[config.mk]
export PLATFORM = sky130hd
export DESIGN_NAME = phy_general_purpose_regs
export DESIGN_NICKNAME = d
export VERILOG_FILES = /design/src/gp_regs_pkg.sv /design/src/recovered_clock_gate.sv /design/src/phy_general_purpose_regs.sv
export SDC_FILE = /design/constraint.sdc
export NUM_CORES = 1
export LEC_CHECK = 0
export BUFFER_PORTS_ARGS = -buffer_cell sky130_fd_sc_hd__buf_2
export CORE_MARGIN = 2
export CORE_UTILIZATION = 54
export CTS_CLUSTER_DIAMETER = 200
export DETAILED_ROUTE_END_ITERATION = 12
export HOLD_SLACK_MARGIN = 0.12
export PLACE_DENSITY = 0.81
export REMOVE_ABC_BUFFERS = 1
export SETUP_SLACK_MARGIN = 0.05
export SLEW_MARGIN = 30
export SYNTH_ARGS = -nofsm -noshare
export SYNTH_HDL_FRONTEND = slang
export SYNTH_SLANG_ARGS = --single-unit
[constraint.sdc]
create_clock -name clk -period 2 [get_ports clk]
set_input_delay 0.4 -clock clk [delete_from_list [all_inputs] [get_ports clk]]
set_output_delay 0.4 -clock clk [all_outputs]
set_load 0.01 [all_outputs]
[src/gp_regs_pkg.sv]
// Behaviour
// - page value 0x0010 maps general purpose page
// - page value zero returns main page
// - general purpose bits survive soft reset
// - reserved addresses read zero, ignore writes
// - direction bit low drives hold pin
// - driven pin carries output data bit
// - read-only bit shows sampled pin level
// - tri-state bit floats LEDs instead of high
// - two-bit select picks link failure port
// - per-output enable gates recovered clock
// - source field picks port zero or one
// - frequency field selects 25/125/31.25 MHz
// - level 00 squelches in unsupported modes
// - level 01 also passes master, 10BASE-T, LP_IDLE
// - level 10 link-down only; 11 none
// - mute input squelches both outputs always
// - clock type: receive, transmitter (A only)
// - eight-bit LED pulse duty, 0 to 255
// - per-port serial LED enable, reset normal
// - three-bit serial LED frame rate code
// - two-bit field picks LEDs in stream
// - per-port interrupt source, low means source
package gp_regs_pkg;

  localparam int          ADDR_W       = 8;
  localparam int          DATA_W       = 32;
  localparam int          REG_W        = 16;
  localparam int          PORTS        = 2;

  localparam logic [4:0]  IDX_PAGE     = 5'h1F;
  localparam logic [4:0]  IDX_IO       = 5'h0E;
  localparam logic [4:0]  IDX_FAIL     = 5'h13;
  localparam logic [4:0]  IDX_CLK_A    = 5'h17;
  localparam logic [4:0]  IDX_CLK_B    = 5'h18;
  localparam logic [4:0]  IDX_LED      = 5'h19;
  localparam logic [4:0]  IDX_INTSRC   = 5'h1D;

  localparam logic [15:0] PAGE_MAIN    = 16'h0000;
  localparam logic [15:0] PAGE_GP      = 16'h0010;

  localparam logic [15:0] IO_RESET     = 16'h2200;
  localparam logic [15:0] IO_WMASK     = 16'hF200;
  localparam int          IO_DIR_N     = 13;
  localparam int          IO_OUT_DATA  = 12;
  localparam int          IO_IN_DATA   = 11;
  localparam int          IO_LED_TRI   = 9;

  localparam logic [15:0] FAIL_RESET   = 16'h0003;
  localparam logic [15:0] FAIL_WMASK   = 16'h0003;

  localparam logic [15:0] CLK_RESET    = 16'h0000;
  localparam logic [15:0] CLK_WMASK    = 16'hFF37;
  localparam int          CLK_EN       = 15;
  localparam int          CLK_SRC_LSB  = 11;
  localparam int          CLK_FRQ_LSB  = 8;
  localparam int          CLK_SQL_LSB  = 4;
  localparam int          CLK_TYP_LSB  = 0;

  localparam logic [15:0] LED_RESET    = 16'h0000;
  localparam logic [15:0] LED_WMASK    = 16'hFFFF;

  localparam logic [1:0]  INTSRC_NONE  = 2'b11;

  localparam logic [3:0]  SRC_PORT0    = 4'b0000;
  localparam logic [3:0]  SRC_PORT1    = 4'b0001;
  localparam logic [2:0]  TYPE_RX      = 3'b001;
  localparam logic [2:0]  TYPE_TX      = 3'b010;
  localparam logic [1:0]  SQL_AUTO     = 2'b00;
  localparam logic [1:0]  SQL_RELAXED  = 2'b01;
  localparam logic [1:0]  SQL_LINKDOWN = 2'b10;
  localparam logic [1:0]  SPEED_10     = 2'b00;
  localparam logic [1:0]  SPEED_100    = 2'b01;
  localparam logic [1:0]  SPEED_1000   = 2'b10;

  typedef struct packed {
    logic       linkUp;
    logic       stable;
    logic [1:0] speed;
    logic       master;
    logic       eeeLowPower;
    logic       lpIdle;
  } link_status_t;

  typedef struct packed {
    logic                          lowPower;
    logic         [PORTS-1:0]      linkFail;
    link_status_t [PORTS-1:0]      status;
    logic         [PORTS-1:0]      rxClk;
    logic         [PORTS-1:0]      txClk;
    logic                          mute;
    logic         [PORTS-1:0]      intr;
  } pin_in_t;

  typedef struct packed {
    logic [7:0] pulseDuty;
    logic [1:0] serialEnable;
    logic [2:0] frameRate;
    logic [1:0] serialSelect;
    logic       portSwap;
  } led_cfg_t;

endpackage

[src/recovered_clock_gate.sv]
`timescale 1ns/1ps
module recovered_clock_gate #(
  parameter bit TX_ALLOWED = 1'b1
) (
  // clock and reset
  input  wire logic                                      clk,
  input  wire logic                                      rst,
  // control and port state
  input  wire logic [15:0]                               ctrl,
  input  wire gp_regs_pkg::link_status_t [1:0]           status,
  input  wire logic [1:0]                                rxClk,
  input  wire logic [1:0]                                txClk,
  input  wire logic                                      mute,
  // output
  output logic                                           clkOut
);
  import gp_regs_pkg::*;

  logic                 clkOut_ff;
  wire logic            enable   = ctrl[CLK_EN];
  wire logic [3:0]      source   = ctrl[CLK_SRC_LSB +: 4];
  wire logic [1:0]      level    = ctrl[CLK_SQL_LSB +: 2];
  wire logic [2:0]      kind     = ctrl[CLK_TYP_LSB +: 3];
  wire logic            srcOk    = (source == SRC_PORT0) || (source == SRC_PORT1);
  wire logic            portSel  = source[0];
  wire link_status_t    st       = status[portSel];
  wire logic            is10     = st.speed == SPEED_10;
  wire logic            is100    = st.speed == SPEED_100;
  wire logic            is1000   = st.speed == SPEED_1000;
  wire logic            eeeMode  = st.eeeLowPower && (is100 || (is1000 && !st.master));
  wire logic            down     = !st.linkUp;
  wire logic            shaky    = down || !st.stable;
  wire logic            sqlAuto  = shaky || (is1000 && st.master) || is10 || eeeMode;
  wire logic            sqlRelax = shaky || (eeeMode && !st.lpIdle);
  wire logic            squelch  = (level == SQL_AUTO)     ? sqlAuto  :
                                   (level == SQL_RELAXED)  ? sqlRelax :
                                   (level == SQL_LINKDOWN) ? down     : 1'b0;
  wire logic            useTx    = TX_ALLOWED && (kind == TYPE_TX);
  wire logic            typeOk   = (kind == TYPE_RX) || useTx;
  wire logic            srcClk   = useTx ? txClk[portSel] : rxClk[portSel];
  // enable gates; source valid; mute wins
  wire logic            pass     = enable && srcOk && typeOk && !squelch && !mute;

  always_ff @(posedge clk) begin
    if (rst) begin
      clkOut_ff <= 1'b0;
    end else begin
      clkOut_ff <= pass & srcClk;
    end
  end

  assign clkOut = clkOut_ff;
endmodule

[src/phy_general_purpose_regs.sv]
// Implementation choice: the APB interface to the registers.
`timescale 1ns/1ps
module phy_general_purpose_regs (
  // clock and resets
  input  wire logic                                  clk,
  input  wire logic                                  rst,
  input  wire logic                                  softRst,
  // apb slave
  input  wire logic                                  psel,
  input  wire logic                                  penable,
  input  wire logic                                  pwrite,
  input  wire logic [gp_regs_pkg::ADDR_W-1:0]        paddr,
  input  wire logic [gp_regs_pkg::DATA_W-1:0]        pwdata,
  output logic      [gp_regs_pkg::DATA_W-1:0]        prdata,
  output logic                                       pready,
  output logic                                       pslverr,
  // low power hold pin
  input  wire logic                                  lowPowerHoldPinIn,
  output logic                                       lowPowerHoldPinOut,
  output logic                                       lowPowerHoldPinOeN,
  // leds
  output logic                                       ledTristate,
  output gp_regs_pkg::led_cfg_t                      ledCfg,
  // link failure
  input  wire logic [1:0]                            portLinkFail,
  output logic                                       linkLossAlertOut,
  // recovered clocks
  input  wire gp_regs_pkg::link_status_t [1:0]       portStatus,
  input  wire logic [1:0]                            rxClkLevel,
  input  wire logic [1:0]                            transmitterClock,
  input  wire logic                                  clockMuteIn,
  output logic                                       recoveredClockOutA,
  output logic                                       recoveredClockOutB,
  output logic      [2:0]                            recClkFreqA,
  output logic      [2:0]                            recClkFreqB,
  // port interrupts
  input  wire logic [1:0]                            portIntIn
);
  import gp_regs_pkg::*;

  function automatic logic [15:0] applyWrite(input logic [15:0] old,
                                             input logic [15:0] wdata,
                                             input logic [15:0] mask);
    applyWrite = (old & ~mask) | (wdata & mask);
  endfunction

  // pin inputs pass two flops before use
  pin_in_t              sync1_ff;
  pin_in_t              sync2_ff;
  wire pin_in_t         pinRaw = '{lowPower: lowPowerHoldPinIn,
                                   linkFail: portLinkFail,
                                   status:   portStatus,
                                   rxClk:    rxClkLevel,
                                   txClk:    transmitterClock,
                                   mute:     clockMuteIn,
                                   intr:     portIntIn};

  always_ff @(posedge clk) begin
    if (rst) begin
      sync1_ff <= '0;
      sync2_ff <= '0;
    end else begin
      sync1_ff <= pinRaw;
      sync2_ff <= sync1_ff;
    end
  end

  // register storage
  logic [15:0]          page_ff;
  logic [15:0]          io_ff;
  logic [15:0]          fail_ff;
  logic [15:0]          clkA_ff;
  logic [15:0]          clkB_ff;
  logic [15:0]          led_ff;
  logic [1:0]           intSrcN_ff;
  logic [1:0]           intPrev_ff;
  logic [DATA_W-1:0]    prdata_ff;
  logic                 pready_ff;
  logic                 pslverr_ff;
  logic                 alert_ff;

  // bus decode
  wire logic            setup     = psel && !penable;
  wire logic            access    = psel && penable && pready_ff;
  wire logic            aligned   = paddr[1:0] == 2'b00;
  wire logic            inRange   = aligned && (paddr[ADDR_W-1] == 1'b0);
  wire logic [4:0]      index     = paddr[6:2];
  wire logic [15:0]     wdata     = pwdata[15:0];
  wire logic            wrOk      = access && pwrite && !pslverr_ff;
  // page value 0x0010 opens general purpose page
  wire logic            gpPage    = page_ff == PAGE_GP;
  wire logic            isPage    = index == IDX_PAGE;
  wire logic            wrPage    = wrOk && isPage;
  wire logic            wrIo      = wrOk && gpPage && (index == IDX_IO);
  wire logic            wrFail    = wrOk && gpPage && (index == IDX_FAIL);
  wire logic            wrClkA    = wrOk && gpPage && (index == IDX_CLK_A);
  wire logic            wrClkB    = wrOk && gpPage && (index == IDX_CLK_B);
  wire logic            wrLed     = wrOk && gpPage && (index == IDX_LED);

  wire logic [15:0]     ioRead    = io_ff | ({15'h0000, sync2_ff.lowPower} << IO_IN_DATA);
  wire logic [15:0]     gpRead;
  wire logic [15:0]     regRead;

  assign gpRead = (index == IDX_IO)     ? ioRead :
                  (index == IDX_FAIL)   ? fail_ff :
                  (index == IDX_CLK_A)  ? clkA_ff :
                  (index == IDX_CLK_B)  ? clkB_ff :
                  (index == IDX_LED)    ? led_ff :
                  (index == IDX_INTSRC) ? {14'h0000, intSrcN_ff} : 16'h0000;

  // main page content lives elsewhere; here it reads zero
  assign regRead = isPage ? page_ff :
                   gpPage ? gpRead  : 16'h0000;

  // registered answer, no wait state
  always_ff @(posedge clk) begin
    if (rst) begin
      pready_ff  <= 1'b0;
      pslverr_ff <= 1'b0;
      prdata_ff  <= '0;
    end else if (setup) begin
      pready_ff  <= 1'b1;
      pslverr_ff <= !inRange;
      prdata_ff  <= inRange ? {16'h0000, regRead} : '0;
    end else begin
      pready_ff  <= 1'b0;
      pslverr_ff <= 1'b0;
    end
  end

  // page select is ordinary state, cleared by soft reset
  always_ff @(posedge clk) begin
    if (rst || softRst) begin
      page_ff <= PAGE_MAIN;
    end else if (wrPage) begin
      page_ff <= wdata;
    end
  end

  always_ff @(posedge clk) begin
    if (rst) begin
      io_ff   <= IO_RESET;
      fail_ff <= FAIL_RESET;
      clkA_ff <= CLK_RESET;
      clkB_ff <= CLK_RESET;
      led_ff  <= LED_RESET;
    end else begin
      if (wrIo) begin
        io_ff <= applyWrite(io_ff, wdata, IO_WMASK);
      end
      if (wrFail) begin
        fail_ff <= applyWrite(fail_ff, wdata, FAIL_WMASK);
      end
      if (wrClkA) begin
        clkA_ff <= applyWrite(clkA_ff, wdata, CLK_WMASK);
      end
      if (wrClkB) begin
        clkB_ff <= applyWrite(clkB_ff, wdata, CLK_WMASK);
      end
      if (wrLed) begin
        led_ff <= applyWrite(led_ff, wdata, LED_WMASK);
      end
    end
  end

  // interrupt source capture on a new assertion
  wire logic [1:0]      intRise   = sync2_ff.intr & ~intPrev_ff;
  wire logic            intEvent  = |intRise;

  always_ff @(posedge clk) begin
    if (rst) begin
      intPrev_ff <= 2'b00;
      intSrcN_ff <= INTSRC_NONE;
    end else begin
      intPrev_ff <= sync2_ff.intr;
      if (intEvent) begin
        intSrcN_ff <= ~sync2_ff.intr;
      end
    end
  end

  // codes 1x hold the alert low
  wire logic [1:0]      failSel   = fail_ff[1:0];
  wire logic            alertNxt  = (failSel == 2'b00) ? sync2_ff.linkFail[0] :
                                    (failSel == 2'b01) ? sync2_ff.linkFail[1] : 1'b0;

  always_ff @(posedge clk) begin
    if (rst) begin
      alert_ff <= 1'b0;
    end else begin
      alert_ff <= alertNxt;
    end
  end

  // recovered clock outputs; level sampling limits usable rate
  logic [15:0]          clkCtl   [2];
  logic [1:0]           clkOut;

  assign clkCtl[0] = clkA_ff;
  assign clkCtl[1] = clkB_ff;

  genvar g;
  generate
    for (g = 0; g < 2; g++) begin : g_rclk
      recovered_clock_gate #(
        .TX_ALLOWED (g == 0)
      ) u_gate (
        .clk    (clk),
        .rst    (rst),
        .ctrl   (clkCtl[g]),
        .status (sync2_ff.status),
        .rxClk  (sync2_ff.rxClk),
        .txClk  (sync2_ff.txClk),
        .mute   (sync2_ff.mute),
        .clkOut (clkOut[g])
      );
    end
  endgenerate

  assign recoveredClockOutA = clkOut[0];
  assign recoveredClockOutB = clkOut[1];
  // rate code to the clock divider
  assign recClkFreqA        = clkA_ff[CLK_FRQ_LSB +: 3];
  assign recClkFreqB        = clkB_ff[CLK_FRQ_LSB +: 3];

  // direction bit low enables the driver
  assign lowPowerHoldPinOeN = io_ff[IO_DIR_N];
  assign lowPowerHoldPinOut = io_ff[IO_OUT_DATA];
  assign ledTristate        = io_ff[IO_LED_TRI];

  assign ledCfg             = led_ff[14:0] == 15'h0000 && led_ff[15] == 1'b0 ? '0 :
                              led_cfg_t'(led_ff);

  assign linkLossAlertOut   = alert_ff;
  assign prdata             = prdata_ff;
  assign pready             = pready_ff;
  assign pslverr            = pslverr_ff;
endmodule

=== Yosys cells after proc, flatten, opt, wreduce, memory -nomap -nowiden ===
Cells that the tools add are included.
Widths: inputs -> output; s select.

* Flip-flop bits (word level): 185
* Output and inout port bits: 62
* Bits of input ports: 70
* Logic and storage cells: 188

* Reduce and logical (&&, ||, !) cells: 71
* Magnitude comparators: 2
* Equality and inequality tests: 22
* Multiplexer cells: 30
* Bitwise operators: 13

{| class="wikitable"
|+ Operator list
! kind !! count
|-
| $mux 16 || 9
|-
| $or 8x16->16 || 2
|-
| $eq 5x5->1 const B || 6
|-
| $logic_and 1x1->1 || 30
|-
| $mux 7 || 4
|-
| $eq 16x5->1 const B || 1
|-
| $logic_or 1x1->1 || 16
|-
| $mux 1 || 16
|-
| $or 12x16->16 || 1
|-
| $or 16x12->16 || 1
|-
| $or 16x2->16 || 1
|-
| $logic_not 15->1 || 1
|-
| $logic_not 1->1 || 14
|-
| $logic_not 2->1 || 6
|-
| $eq 2x1->1 const B || 5
|-
| $eq 2x2->1 const B || 4
|-
| $eq 4x1->1 const B || 2
|-
| $logic_not 4->1 || 2
|-
| $eq 3x1->1 const B || 2
|-
| $eq 5x4->1 const B || 1
|-
| $lt 1x2->1 const B || 2
|-
| $not 2->2 || 2
|-
| $reduce_or 2->1 || 2
|-
| $eq 3x2->1 const B || 1
|-
| 4 further kinds || 7
|}

=== Logic depth before layout (Yosys ltp) ===
Gate-level depths: netlist of the first run.

* Depth after elaboration: 14
* Depth in mapped cells: 8
* Depth with buffers taken out: 5

=== Hierarchy ===
From an unflattened synthesis of the first run, not the netlist that was laid out.

* Cells, all modules: 650
* Area, all modules: 6049.6 um^2

{| class="wikitable"
|+ By module, submodules not included
! module !! cells each !! area an instance (um^2) !! times used !! seq. area each (um^2)
|-
| phy_general_purpose_regs || 600 || 5650.4 || 1 || 2722.6
|-
| recovered_clock_gate at g_rclk[0].u_gate || 26 || 210.2 || 1 || 20.0
|-
| recovered_clock_gate at g_rclk[1].u_gate || 24 || 188.9 || 1 || 20.0
|}

=== Least setup slack after synthesis of the first run ===
No wires, ideal clock.

* Kind: input -> register
* From: input pwrite
* To: register page_ff[10]
* Data arrival time: 1764 ps
* Setup slack: 108 ps
* Stages on the path: 8
* Buffers on the path: 3
* Cell sequence: nand4_1 > or2_2 > buf_2 > or2_2 > buf_2 > buf_2 > mux2i_1 > nor2_1

* Word-level cells in the longest chain between the ends: 3

{| class="wikitable"
|+ Ends and longest elaborated chain
! element !! line !! source
|-
| from (decl) || phy_general_purpose_regs.sv:11 || <nowiki>input wire logic pwrite,</nowiki>
|-
| $logic_and 1x1->1 (2 in series) || phy_general_purpose_regs.sv:89 || <nowiki>wire logic wrOk = access && pwrite && !pslverr_ff;</nowiki>
|-
| $logic_and 1x1->1 || phy_general_purpose_regs.sv:93 || <nowiki>wire logic wrPage = wrOk && isPage;</nowiki>
|-
| to (signal assigned) || phy_general_purpose_regs.sv:136 || <nowiki>page_ff <= wdata;</nowiki>
|-
| to (decl) || phy_general_purpose_regs.sv:69 || <nowiki>logic [15:0] page_ff;</nowiki>
|}

No other way between the ends.
A chain may end at the register's enable or synchronous reset.

=== Worst setup path after layout of the first run ===
* From: register page_ff[2]
* To: register led_ff[13]

* Word-level cells in the longest chain between the ends: 3

{| class="wikitable"
|+ Ends and longest elaborated chain
! element !! line !! source
|-
| $eq 16x5->1 || phy_general_purpose_regs.sv:91 || <nowiki>wire logic gpPage = page_ff == PAGE_GP;</nowiki>
|-
| $logic_and 1x1->1 (2 in series) || phy_general_purpose_regs.sv:98 || <nowiki>wire logic wrLed = wrOk && gpPage && (index == IDX_LED);</nowiki>
|-
| to (signal assigned) || phy_general_purpose_regs.sv:161 || <nowiki>led_ff <= applyWrite(led_ff, wdata, LED_WMASK);</nowiki>
|-
| to (decl) || phy_general_purpose_regs.sv:74 || <nowiki>logic [15:0] led_ff;</nowiki>
|}

No other way between the ends.

==> impl_metrics.sql, run 1 <==
INSERT INTO impl_metrics (metric_group, metric, value, unit) VALUES
('route', 'drc', '0', ''),
('power_and_ir_drop', 'power.share.sequential', '0.469', ''),
('yosys', 'synth_edf_count', '0', ''),
('timing', 'timing.final.setup_violations', '0', ''),
('grt', 'grt_usage', '0.249', ''),
('yosys', 'synth.distinct_cells', '55', ''),
('route', 'post_drt_wl_per_cell', '16.4', 'µm'),
('route', 'routed-via-count', '4792', ''),
('setup_path', 'worst_ep_arrival_time', '2380', 'ps'),
('route', 'drt_pre_antenna_iters', '5', ''),
('route', 'antenna_violating_nets_post_route', '0', ''),
('timing', 'grt_setup_unrepaired', 'yes', ''),
('floorplan', 'num_io_pins', '132', ''),
('job', 'maxCapViolCount', '0', ''),
('grt', 'grt_antenna_before_repair', '0', ''),
('power_and_ir_drop', 'power.density_cell_area', '827', 'nW/µm²'),
('setup_path', 'crit_type', 'register to register', ''),
('power_and_ir_drop', 'clock_power_share', '0.475', ''),
('timing', 'clock.fmax', '0.506', 'GHz'),
('placement', 'numPlacedInstances', '806', ''),
('yosys', 'synth_seq_cells', '138', ''),
('yosys', 'largest_cells_by_area_after_synthesis', 'sky130_fd_sc_hd__dfxtp_1 (48%), sky130_fd_sc_hd__mux2i_1 (13%), sky130_fd_sc_hd__nor2b_1 (5.9%), sky130_fd_sc_hd__nor2_1 (5.8%), sky130_fd_sc_hd__buf_4 (2.8%)', ''),
('floorplan', 'die_x', '108', 'µm'),
('timing', 'layout_worst_path_cycle_share', '0.989', ''),
('grt', 'grt_first_pass_wirelength', '22400', 'µm'),
('cells_and_area', 'final_nets', '791', ''),
('setup_path', 'timing.critical_path.cells', 'nor4b_4, nand4_4, buf_6, nor3_4, clkbuf_16, mux2i_1, nor2_1', ''),
('power_and_ir_drop', 'cell_internal_pwr', '0.00468', 'W'),
('timing', 'slew_headroom', '0.420', ''),
('timing', 'final-hold-violation-count', '0', ''),
('power_and_ir_drop', 'power.static_leakage', '3.02', 'nW'),
('cells_and_area', 'layout-area-overhead-vs-synth', '24.9', '%'),
('min_path', 'worst_hold_path_type', 'input pin to register', ''),
('route', 'routed_wire_length', '14300', 'µm'),
('cells_and_area', 'layout.cells.non_filler', '869', ''),
('setup_path', 'ff2ff_setup_slack', '20', 'ps'),
('cts', 'cts_max_level', '4', ''),
('cts', 'clk-insertion-delay-late', '520', 'ps'),
('yosys', 'netlist.area_leader.share', '0.476', ''),
('floorplan', 'rows', '37', ''),
('setup_path', 'worstPathBufferInverterCount', '2', ''),
('yosys', 'ys.flop_type', 'sky130_fd_sc_hd__dfxtp_1', ''),
('floorplan', 'design.die.area', '11600', 'µm²'),
('cells_and_area', 'n_antenna_cell', '0', ''),
('yosys', 'syn_inst', '610', ''),
('setup_path', 'worstPathRequired', '2400', 'ps'),
('setup_path', 'critical_path.max_fanout', '8', ''),
('power_and_ir_drop', 'relative_contribution_of_combinational_cells_to_total_power', '0.055', ''),
('grt', 'grt_pass1_vias', '4629', ''),
('run_status', 'outcome', 'complete, no violations', ''),
('power_and_ir_drop', 'switching_share', '0.220', ''),
('power_and_ir_drop', 'switchingPower', '0.00132', 'W'),
('setup_path', 'timing.critical_path.from_type', 'register', ''),
('cts', 'clk_pin_slew_worst_paths', '60', 'ps'),
('yosys', 'synth.avg_cell_area', '9.52', 'µm²'),
('placement', 'gp_congestion', '0.854', ''),
('route', 'viasPerCell', '5.51', ''),
('yosys', 'yosysWarnings', '0', ''),
('timing', 'finalSetupTns', '0', 'ps'),
('grt', 'grt_start_max_net_pins', '53', ''),
('timing', 'worst-slew-pin-transition', '869', 'ps'),
('placement', 'io_buffers', '99', ''),
('cells_and_area', 'final_layout_size_suffix_gt1_frac', '0.252', ''),
('setup_path', 'slowest_cell_on_the_critical_path', 'sky130_fd_sc_hd__nor4b_4', ''),
('yosys', 'post_synth_instance_area', '5810', 'µm²'),
('yosys', 'synth_top_area_cell', 'sky130_fd_sc_hd__dfxtp_1', ''),
('timing', 'setup_skew', '6.42', 'ps'),
('route', 'drt_iter0_markers', '364', ''),
('timing', 'period_minus_slack', '1980', 'ps'),
('floorplan', 'die_height', '108', 'µm'),
('floorplan', 'floorplan.core_area', '10400', 'µm²');
==> through the flow <==
step	hold WS [ps]	setup WS [ps]	area, µm²
final	134	22.1	7260
after global placement	418	74.2	6340
after CTS	125	33.7	7170
after global routing	139	-19.4	7260
after floorplan	414	-40.4	5470
after detailed placement	422	-2.58	6340
==> cell usage in the layout, fill, tap and decap left out, types with 17 or more instances in the layout <==
master                          synthesis  final
sky130_fd_sc_hd__nand2_1               17     17
sky130_fd_sc_hd__mux2i_1               78     77
sky130_fd_sc_hd__a21oi_1               29     29
sky130_fd_sc_hd__buf_4                 22     23
sky130_fd_sc_hd__buf_2                  8     98
sky130_fd_sc_hd__dfxtp_1              138    135
sky130_fd_sc_hd__dlygate4sd3_1          0     24
sky130_fd_sc_hd__nor2_1                89     89
sky130_fd_sc_hd__nor2b_1               55     55
sky130_fd_sc_hd__clkbuf_16              0     18
==> registers in the layout (all words and copies together), names as in the netlist, 2 cells and up <==
register	cells
sync1_ff	24
sync2_ff	24
led_ff	16
page_ff	16
prdata	16
clkA_ff	13
clkB_ff	13
io_ff	5
fail_ff	2
g_rclk.u_gate.clkOut	2
intPrev_ff	2
intSrcN_ff	2
==> metal layers <==
metal,vias to the layer above,global-route usage,part of all wire
met3,37,0.0654,0.077
met5,-,0,0
li1,2267,-,-
met4,0,0.113,0.028
met1,2277,0.297,0.40
met2,211,0.420,0.50
==> final timing paths <==
| path | endpoint | depth (start not counted) | from |
|---|---|---|---|
| worst min-delay path | led_ff[3] | 3 | pwdata[3] |
| worst max register to register | led_ff[13] | 7 | page_ff[2] |
| worst max-delay path | led_ff[13] | 7 | page_ff[2] |
| worst min register to register | sync2_ff[11] | 1 | sync1_ff[11] |
==> cells by family after synthesis <==
| logic type | after synthesis | share of synthesized area |
|---|---|---|
| compound gates | 84 | 0.0956 |
| xor+xnor | 1 | 0.00151 |
| buf+inv | 86 | 0.0754 |
| flops | 138 | 0.476 |
| mux | 78 | 0.134 |
| other cells | 1 | 0.000646 |
| simple gates | 222 | 0.217 |
==> cell type report <==
cell class / instances / area, µm²
multi-input combinational: 401 / 2680
clock inverter: 11 / 97.6
timing repair buffer: 152 / 1040
inverter: 11 / 41.3
sequential: 138 / 2770
tap: 136 / 170
fill: 753 / 3110
clock buffer: 20 / 455
==> worst reg2reg max path, stage by stage, from the launching register on <==
cell and delay, ps:
sky130_fd_sc_hd__dfxtp_1 350, sky130_fd_sc_hd__nor4b_4 370, sky130_fd_sc_hd__nand4_4 220, sky130_fd_sc_hd__buf_6 190, sky130_fd_sc_hd__nor3_4 230, sky130_fd_sc_hd__clkbuf_16 250, sky130_fd_sc_hd__mux2i_1 200, sky130_fd_sc_hd__nor2_1 50
==> power groups by stage <==
stage | clock [W] | sequential [W] | combinational (W)
finish | 0.00285 | 0.00282 | 0.000331
global route | 0.00303 | 0.00282 | 0.000361
CTS | 0.00288 | 0.00282 | 0.000325
detailed placement | 0 | 0.00288 | 0.000288
global placement | 0 | 0.00287 | 0.000281
floorplan | 0 | 0.00287 | 0.000115
==> synthesized netlist by cell type, types with 2 or more instances <==
library cell	n
sky130_fd_sc_hd__a21o_1	3
sky130_fd_sc_hd__a21oi_1	29
sky130_fd_sc_hd__a221oi_1	2
sky130_fd_sc_hd__a222oi_1	3
sky130_fd_sc_hd__a22o_1	6
sky130_fd_sc_hd__a31o_2	5
sky130_fd_sc_hd__a32oi_1	2
sky130_fd_sc_hd__and3_1	4
sky130_fd_sc_hd__buf_1	6
sky130_fd_sc_hd__buf_2	8
sky130_fd_sc_hd__buf_4	22
sky130_fd_sc_hd__buf_6	3
sky130_fd_sc_hd__clkbuf_1	36
sky130_fd_sc_hd__dfxtp_1	138
sky130_fd_sc_hd__inv_1	11
sky130_fd_sc_hd__mux2i_1	78
sky130_fd_sc_hd__nand2_1	17
sky130_fd_sc_hd__nand2b_1	5
sky130_fd_sc_hd__nand3_1	5
sky130_fd_sc_hd__nand4_1	2
sky130_fd_sc_hd__nor2_1	89
sky130_fd_sc_hd__nor2b_1	55
sky130_fd_sc_hd__nor3_1	13
sky130_fd_sc_hd__nor3b_1	4
sky130_fd_sc_hd__nor4_4	5
sky130_fd_sc_hd__nor4b_1	2
sky130_fd_sc_hd__o21ai_0	16
sky130_fd_sc_hd__o221ai_1	5
sky130_fd_sc_hd__o22ai_1	4
sky130_fd_sc_hd__or2_2	5
sky130_fd_sc_hd__or3_1	3
==> what timing repair did <==
item                                    4_1_cts  5_1_grt
endpoints found under the hold margin        24        0
setup buffers                                 4        2
endpoints found under the setup margin       15       40
pin swaps                                     3        9
gates resized for setup                       0        7
gates cloned                                  0        2
hold buffers                                 24        0
Power figures use the tool's default switching activity.
==> run 2, diff against run 1 <==
--- a/config.mk
+++ b/config.mk
@@ -5,6 +5,7 @@
 export SDC_FILE = /design/constraint.sdc
 export NUM_CORES = 1
 export LEC_CHECK = 0
+export ABC_AREA = 1
 export BUFFER_PORTS_ARGS = -buffer_cell sky130_fd_sc_hd__buf_2
 export CORE_MARGIN = 2
 export CORE_UTILIZATION = 54
==> impl_metrics.sql, run 2 <==
INSERT INTO impl_metrics (metric_group, metric, value, unit) VALUES
('setup_path', 'timing.critical_path.cells', 'nor2_1, nand2_1, nor2_2, nand4_4, nor2_1, o21ai_0, a21oi_1', ''),
('yosys', 'netlist.area_leader.share', '0.473', ''),
('grt', 'grt_first_pass_wirelength', '23400', 'µm'),
('yosys', 'largest_cells_by_area_after_synthesis', 'sky130_fd_sc_hd__dfxtp_1 (47%), sky130_fd_sc_hd__nand2_1 (8.1%), sky130_fd_sc_hd__nor2_1 (6.2%), sky130_fd_sc_hd__inv_1 (6.1%), sky130_fd_sc_hd__a21oi_1 (5.1%)', ''),
('timing', 'finalSetupTns', '0', 'ps'),
('cts', 'cts-root-buf', 'sky130_fd_sc_hd__clkbuf_8', ''),
('cts', 'clk-insertion-delay-late', '530', 'ps'),
('yosys', 'synth.distinct_cells', '34', ''),
('route', 'post_drt_wl_per_cell', '13.9', 'µm'),
('setup_path', 'ff2ff_setup_slack', '250', 'ps'),
('cells_and_area', 'n_antenna_cell', '0', ''),
('floorplan', 'rows', '37', ''),
('setup_path', 'worst-path-stages', '7', ''),
('setup_path', 'critical_path.reg2reg.endpoint', 'io_ff[15]', ''),
('setup_path', 'worstPathBufferInverterCount', '0', ''),
('grt', 'global_route.overflow_total', '0', ''),
('yosys', 'yosysSeqAreaShare', '0.473', ''),
('yosys', 'synth_top_area_cell', 'sky130_fd_sc_hd__dfxtp_1', ''),
('setup_path', 'critical-path-max-stage-delay', '380', 'ps'),
('power_and_ir_drop', 'power.static_leakage', '3.34', 'nW'),
('cts', 'cts_tree', 'done', ''),
('run_status', 'outcome', 'complete, no violations', ''),
('setup_path', 'worst_r2r_startpoint', 'page_ff[15]', ''),
('floorplan', 'num_io_pins', '132', ''),
('yosys', 'ys.flop_type', 'sky130_fd_sc_hd__dfxtp_1', ''),
('setup_path', 'crit_start', 'page_ff[15]', ''),
('route', 'viasPerCell', '5.10', ''),
('cells_and_area', 'final_nets', '953', ''),
('yosys', 'async_flop_share', '0', ''),
('timing', 'setup_skew', '9.35', 'ps'),
('setup_path', 'worstPathRequired', '2450', 'ps'),
('timing', 'grt_setup_unrepaired', 'no', ''),
('yosys', 'synth_edf_count', '0', ''),
('timing', 'setup_ws', '245', 'ps'),
('power_and_ir_drop', 'clock_power_share', '0.508', ''),
('setup_path', 'worstRegToRegCells', '7', ''),
('cells_and_area', 'most_common_cell_after_layout_fill_and_taps_aside', 'sky130_fd_sc_hd__dfxtp_1', ''),
('cells_and_area', 'largestRegisters', 'sync1_ff (24), sync2_ff (24)', ''),
('setup_path', 'timing.critical_path.from_type', 'register', ''),
('route', 'drt_iter0_markers', '363', ''),
('cells_and_area', 'final_cell_mix', 'sky130_fd_sc_hd__dfxtp_1 (138), sky130_fd_sc_hd__nand2_1 (126), sky130_fd_sc_hd__buf_2 (99)', ''),
('timing', 'clock.fmax', '0.570', 'GHz'),
('setup_path', 'critical_path.max_fanout', '6', ''),
('setup_path', 'endpoint', 'io_ff[15]', ''),
('yosys', 'syn_inst', '774', ''),
('cts', 'cts_max_level', '4', ''),
('grt', 'grt_pass1_vias', '5089', ''),
('placement', 'place.detailed.hpwl', '9340', 'µm'),
('setup_path', 'worst_ep_arrival_time', '2200', 'ps'),
('min_path', 'worst_hold_path_type', 'input pin to register', ''),
('setup_path', 'timing.critical_path.mode_cell', 'sky130_fd_sc_hd__nor2_1', ''),
('cts', 'clock-sinks', '138', ''),
('cells_and_area', 'postLayoutCoreUtil', '0.693', ''),
('cts', 'post-cts-setup-buffer-count', '0', ''),
('floorplan', 'die_height', '108', 'µm'),
('cts', 'clk_pin_slew_worst_paths', '70', 'ps'),
('cts', 'gates_resized_cts_repair', '0', ''),
('power_and_ir_drop', 'switchingPower', '0.00148', 'W'),
('yosys', 'yosysWarnings', '0', ''),
('min_path', 'worstHoldPathCells', '3', ''),
('power_and_ir_drop', 'fin_total_pwr', '0.00637', 'W'),
('yosys', 'post_synth_instance_area', '5850', 'µm²'),
('setup_path', 'worst_path_dominant_cell_family', 'simple AND/OR/NAND/NOR gates', ''),
('power_and_ir_drop', 'switching_share', '0.232', ''),
('floorplan', 'initial_utilization', '0.561', ''),
('route', 'antenna_violating_nets_post_route', '0', ''),
('route', 'routed_wire_length', '14400', 'µm'),
('grt', 'grt_start_max_net_pins', '52', ''),
('cts', 'holdBufCountCts', '24', ''),
('setup_path', 'crit_type', 'register to register', ''),
('placement', 'io_buffers', '99', ''),
('cts', 'number_of_buffers_created_by_cts', '17', ''),
('power_and_ir_drop', 'peakVddDrop', '0.758', 'mV'),
('route', 'drt_pre_antenna_iters', '5', ''),
('floorplan', 'die_x', '108', 'µm'),
('grt', 'grt_usage', '0.257', ''),
('setup_path', 'slowest_cell_on_the_critical_path', 'sky130_fd_sc_hd__nor2_1', ''),
('timing', 'layout_worst_path_cycle_share', '0.877', ''),
('yosys', 'synth.avg_cell_area', '7.55', 'µm²'),
('timing', 'report.final.slew_viol_count', '0', ''),
('placement', 'place_ws', '207', 'ps'),
('yosys', 'synth_seq_cells', '138', ''),
('floorplan', 'design.die.area', '11700', 'µm²'),
('timing', 'worst_hold_slack', '140', 'ps'),
('route', 'drc', '0', ''),
('power_and_ir_drop', 'cell_internal_pwr', '0.00489', 'W'),
('route', 'routed-via-count', '5259', ''),
('cts', 'clock_path_buffers', '2', ''),
('timing', 'period_minus_slack', '1750', 'ps'),
('floorplan', 'floorplan.core_area', '10400', 'µm²'),
('cells_and_area', 'final_layout_size_suffix_gt1_frac', '0.228', ''),
('grt', 'grt_antenna_before_repair', '0', ''),
('timing', 'final-hold-violation-count', '0', ''),
('power_and_ir_drop', 'power.share.sequential', '0.442', ''),
('power_and_ir_drop', 'relative_contribution_of_combinational_cells_to_total_power', '0.050', ''),
('timing', 'timing.final.setup_violations', '0', ''),
('power_and_ir_drop', 'power.density_cell_area', '883', 'nW/µm²'),
('placement', 'gp_congestion', '0.866', ''),
('cells_and_area', 'layout-area-overhead-vs-synth', '23.4', '%'),
('yosys', 'ys_top_cells_by_count', 'sky130_fd_sc_hd__dfxtp_1 (138), sky130_fd_sc_hd__nand2_1 (126), sky130_fd_sc_hd__nor2_1 (96)', ''),
('job', 'maxCapViolCount', '0', ''),
('setup_path', 'setup.worst_path.end_class', 'register', ''),
('yosys', 'synth_most_common_cell', 'sky130_fd_sc_hd__dfxtp_1', '');
[run 2: changes by cell type after synthesis, moves of 8 or more]
| cell | change |
|---|---|
| sky130_fd_sc_hd__o21ai_1 | +21 |
| sky130_fd_sc_hd__a21oi_2 | +22 |
| sky130_fd_sc_hd__mux2i_1 | -78 |
| sky130_fd_sc_hd__nor2b_1 | -55 |
| sky130_fd_sc_hd__nand2_1 | +109 |
| sky130_fd_sc_hd__o21ai_0 | +41 |
| sky130_fd_sc_hd__nand3_1 | +23 |
| sky130_fd_sc_hd__a21oi_1 | +31 |
| sky130_fd_sc_hd__o211ai_1 | +12 |
| sky130_fd_sc_hd__inv_1 | +84 |
| sky130_fd_sc_hd__nor3_1 | -11 |
| sky130_fd_sc_hd__nor2_4 | +8 |
[run 2: metrics by stage]
stage          cell area [µm²]  instances
2_1_floorplan             5480        719
3_3_place_gp              6360        976
3_5_place_dp              6360        976
4_1_cts                   7220       1032
5_1_grt                   7220       1032
6_report                  7220       1032
[run 2: worst reg2reg max path, stage by stage, from the launching register on]
cell and delay [ps]:
sky130_fd_sc_hd__dfxtp_1 340, sky130_fd_sc_hd__nor2_1 120, sky130_fd_sc_hd__nand2_1 70, sky130_fd_sc_hd__nor2_2 220, sky130_fd_sc_hd__nand4_4 200, sky130_fd_sc_hd__nor2_1 380, sky130_fd_sc_hd__o21ai_0 180, sky130_fd_sc_hd__a21oi_1 180
[run 2: power groups by stage]
stage          registers, W  logic [W]  clock network [W]
6_report            0.00282   0.000321            0.00324
2_1_floorplan       0.00287   0.000140                  0
4_1_cts             0.00282   0.000314            0.00324
3_3_place_gp        0.00288   0.000271                  0
5_1_grt             0.00282   0.000360            0.00336
3_5_place_dp        0.00288   0.000275                  0
[run 2: logic make-up after synthesis]
group | Yosys count | synth area share
AOI/OAI and AO/OA | 177 | 0.173
other | 1 | 0.000642
buffers and inverters | 172 | 0.137
DFF | 138 | 0.473
and+or+nand+nor | 286 | 0.216
[run 2: area by class of cell]
cell class	count	area, µm²
well taps	136	170
clock inverters	14	185
flip-flops and latches	138	2760
fillers	810	3200
repair buffers	145	951
inverters	102	383
clock buffers	18	428
multi-input cells	479	2340
[run 2: routing by layer]
layer	track usage	routed length, µm	up-vias
met2	0.464	7310	188
met3	0.0627	913	41
met5	0	0	-
li1	-	-	2644
met1	0.286	5770	2386
met4	0.113	364	0
[run 2: how the worst min path moves through the flow]
stage                  from            to
3_5_place_dp    sync1_ff[0]   sync2_ff[0]
3_3_place_gp   sync1_ff[22]  sync2_ff[22]
2_1_floorplan   sync1_ff[0]   sync2_ff[0]
4_1_cts           pwdata[3]    page_ff[3]
5_1_grt           pwdata[3]    page_ff[3]
6_report          pwdata[3]    page_ff[3]
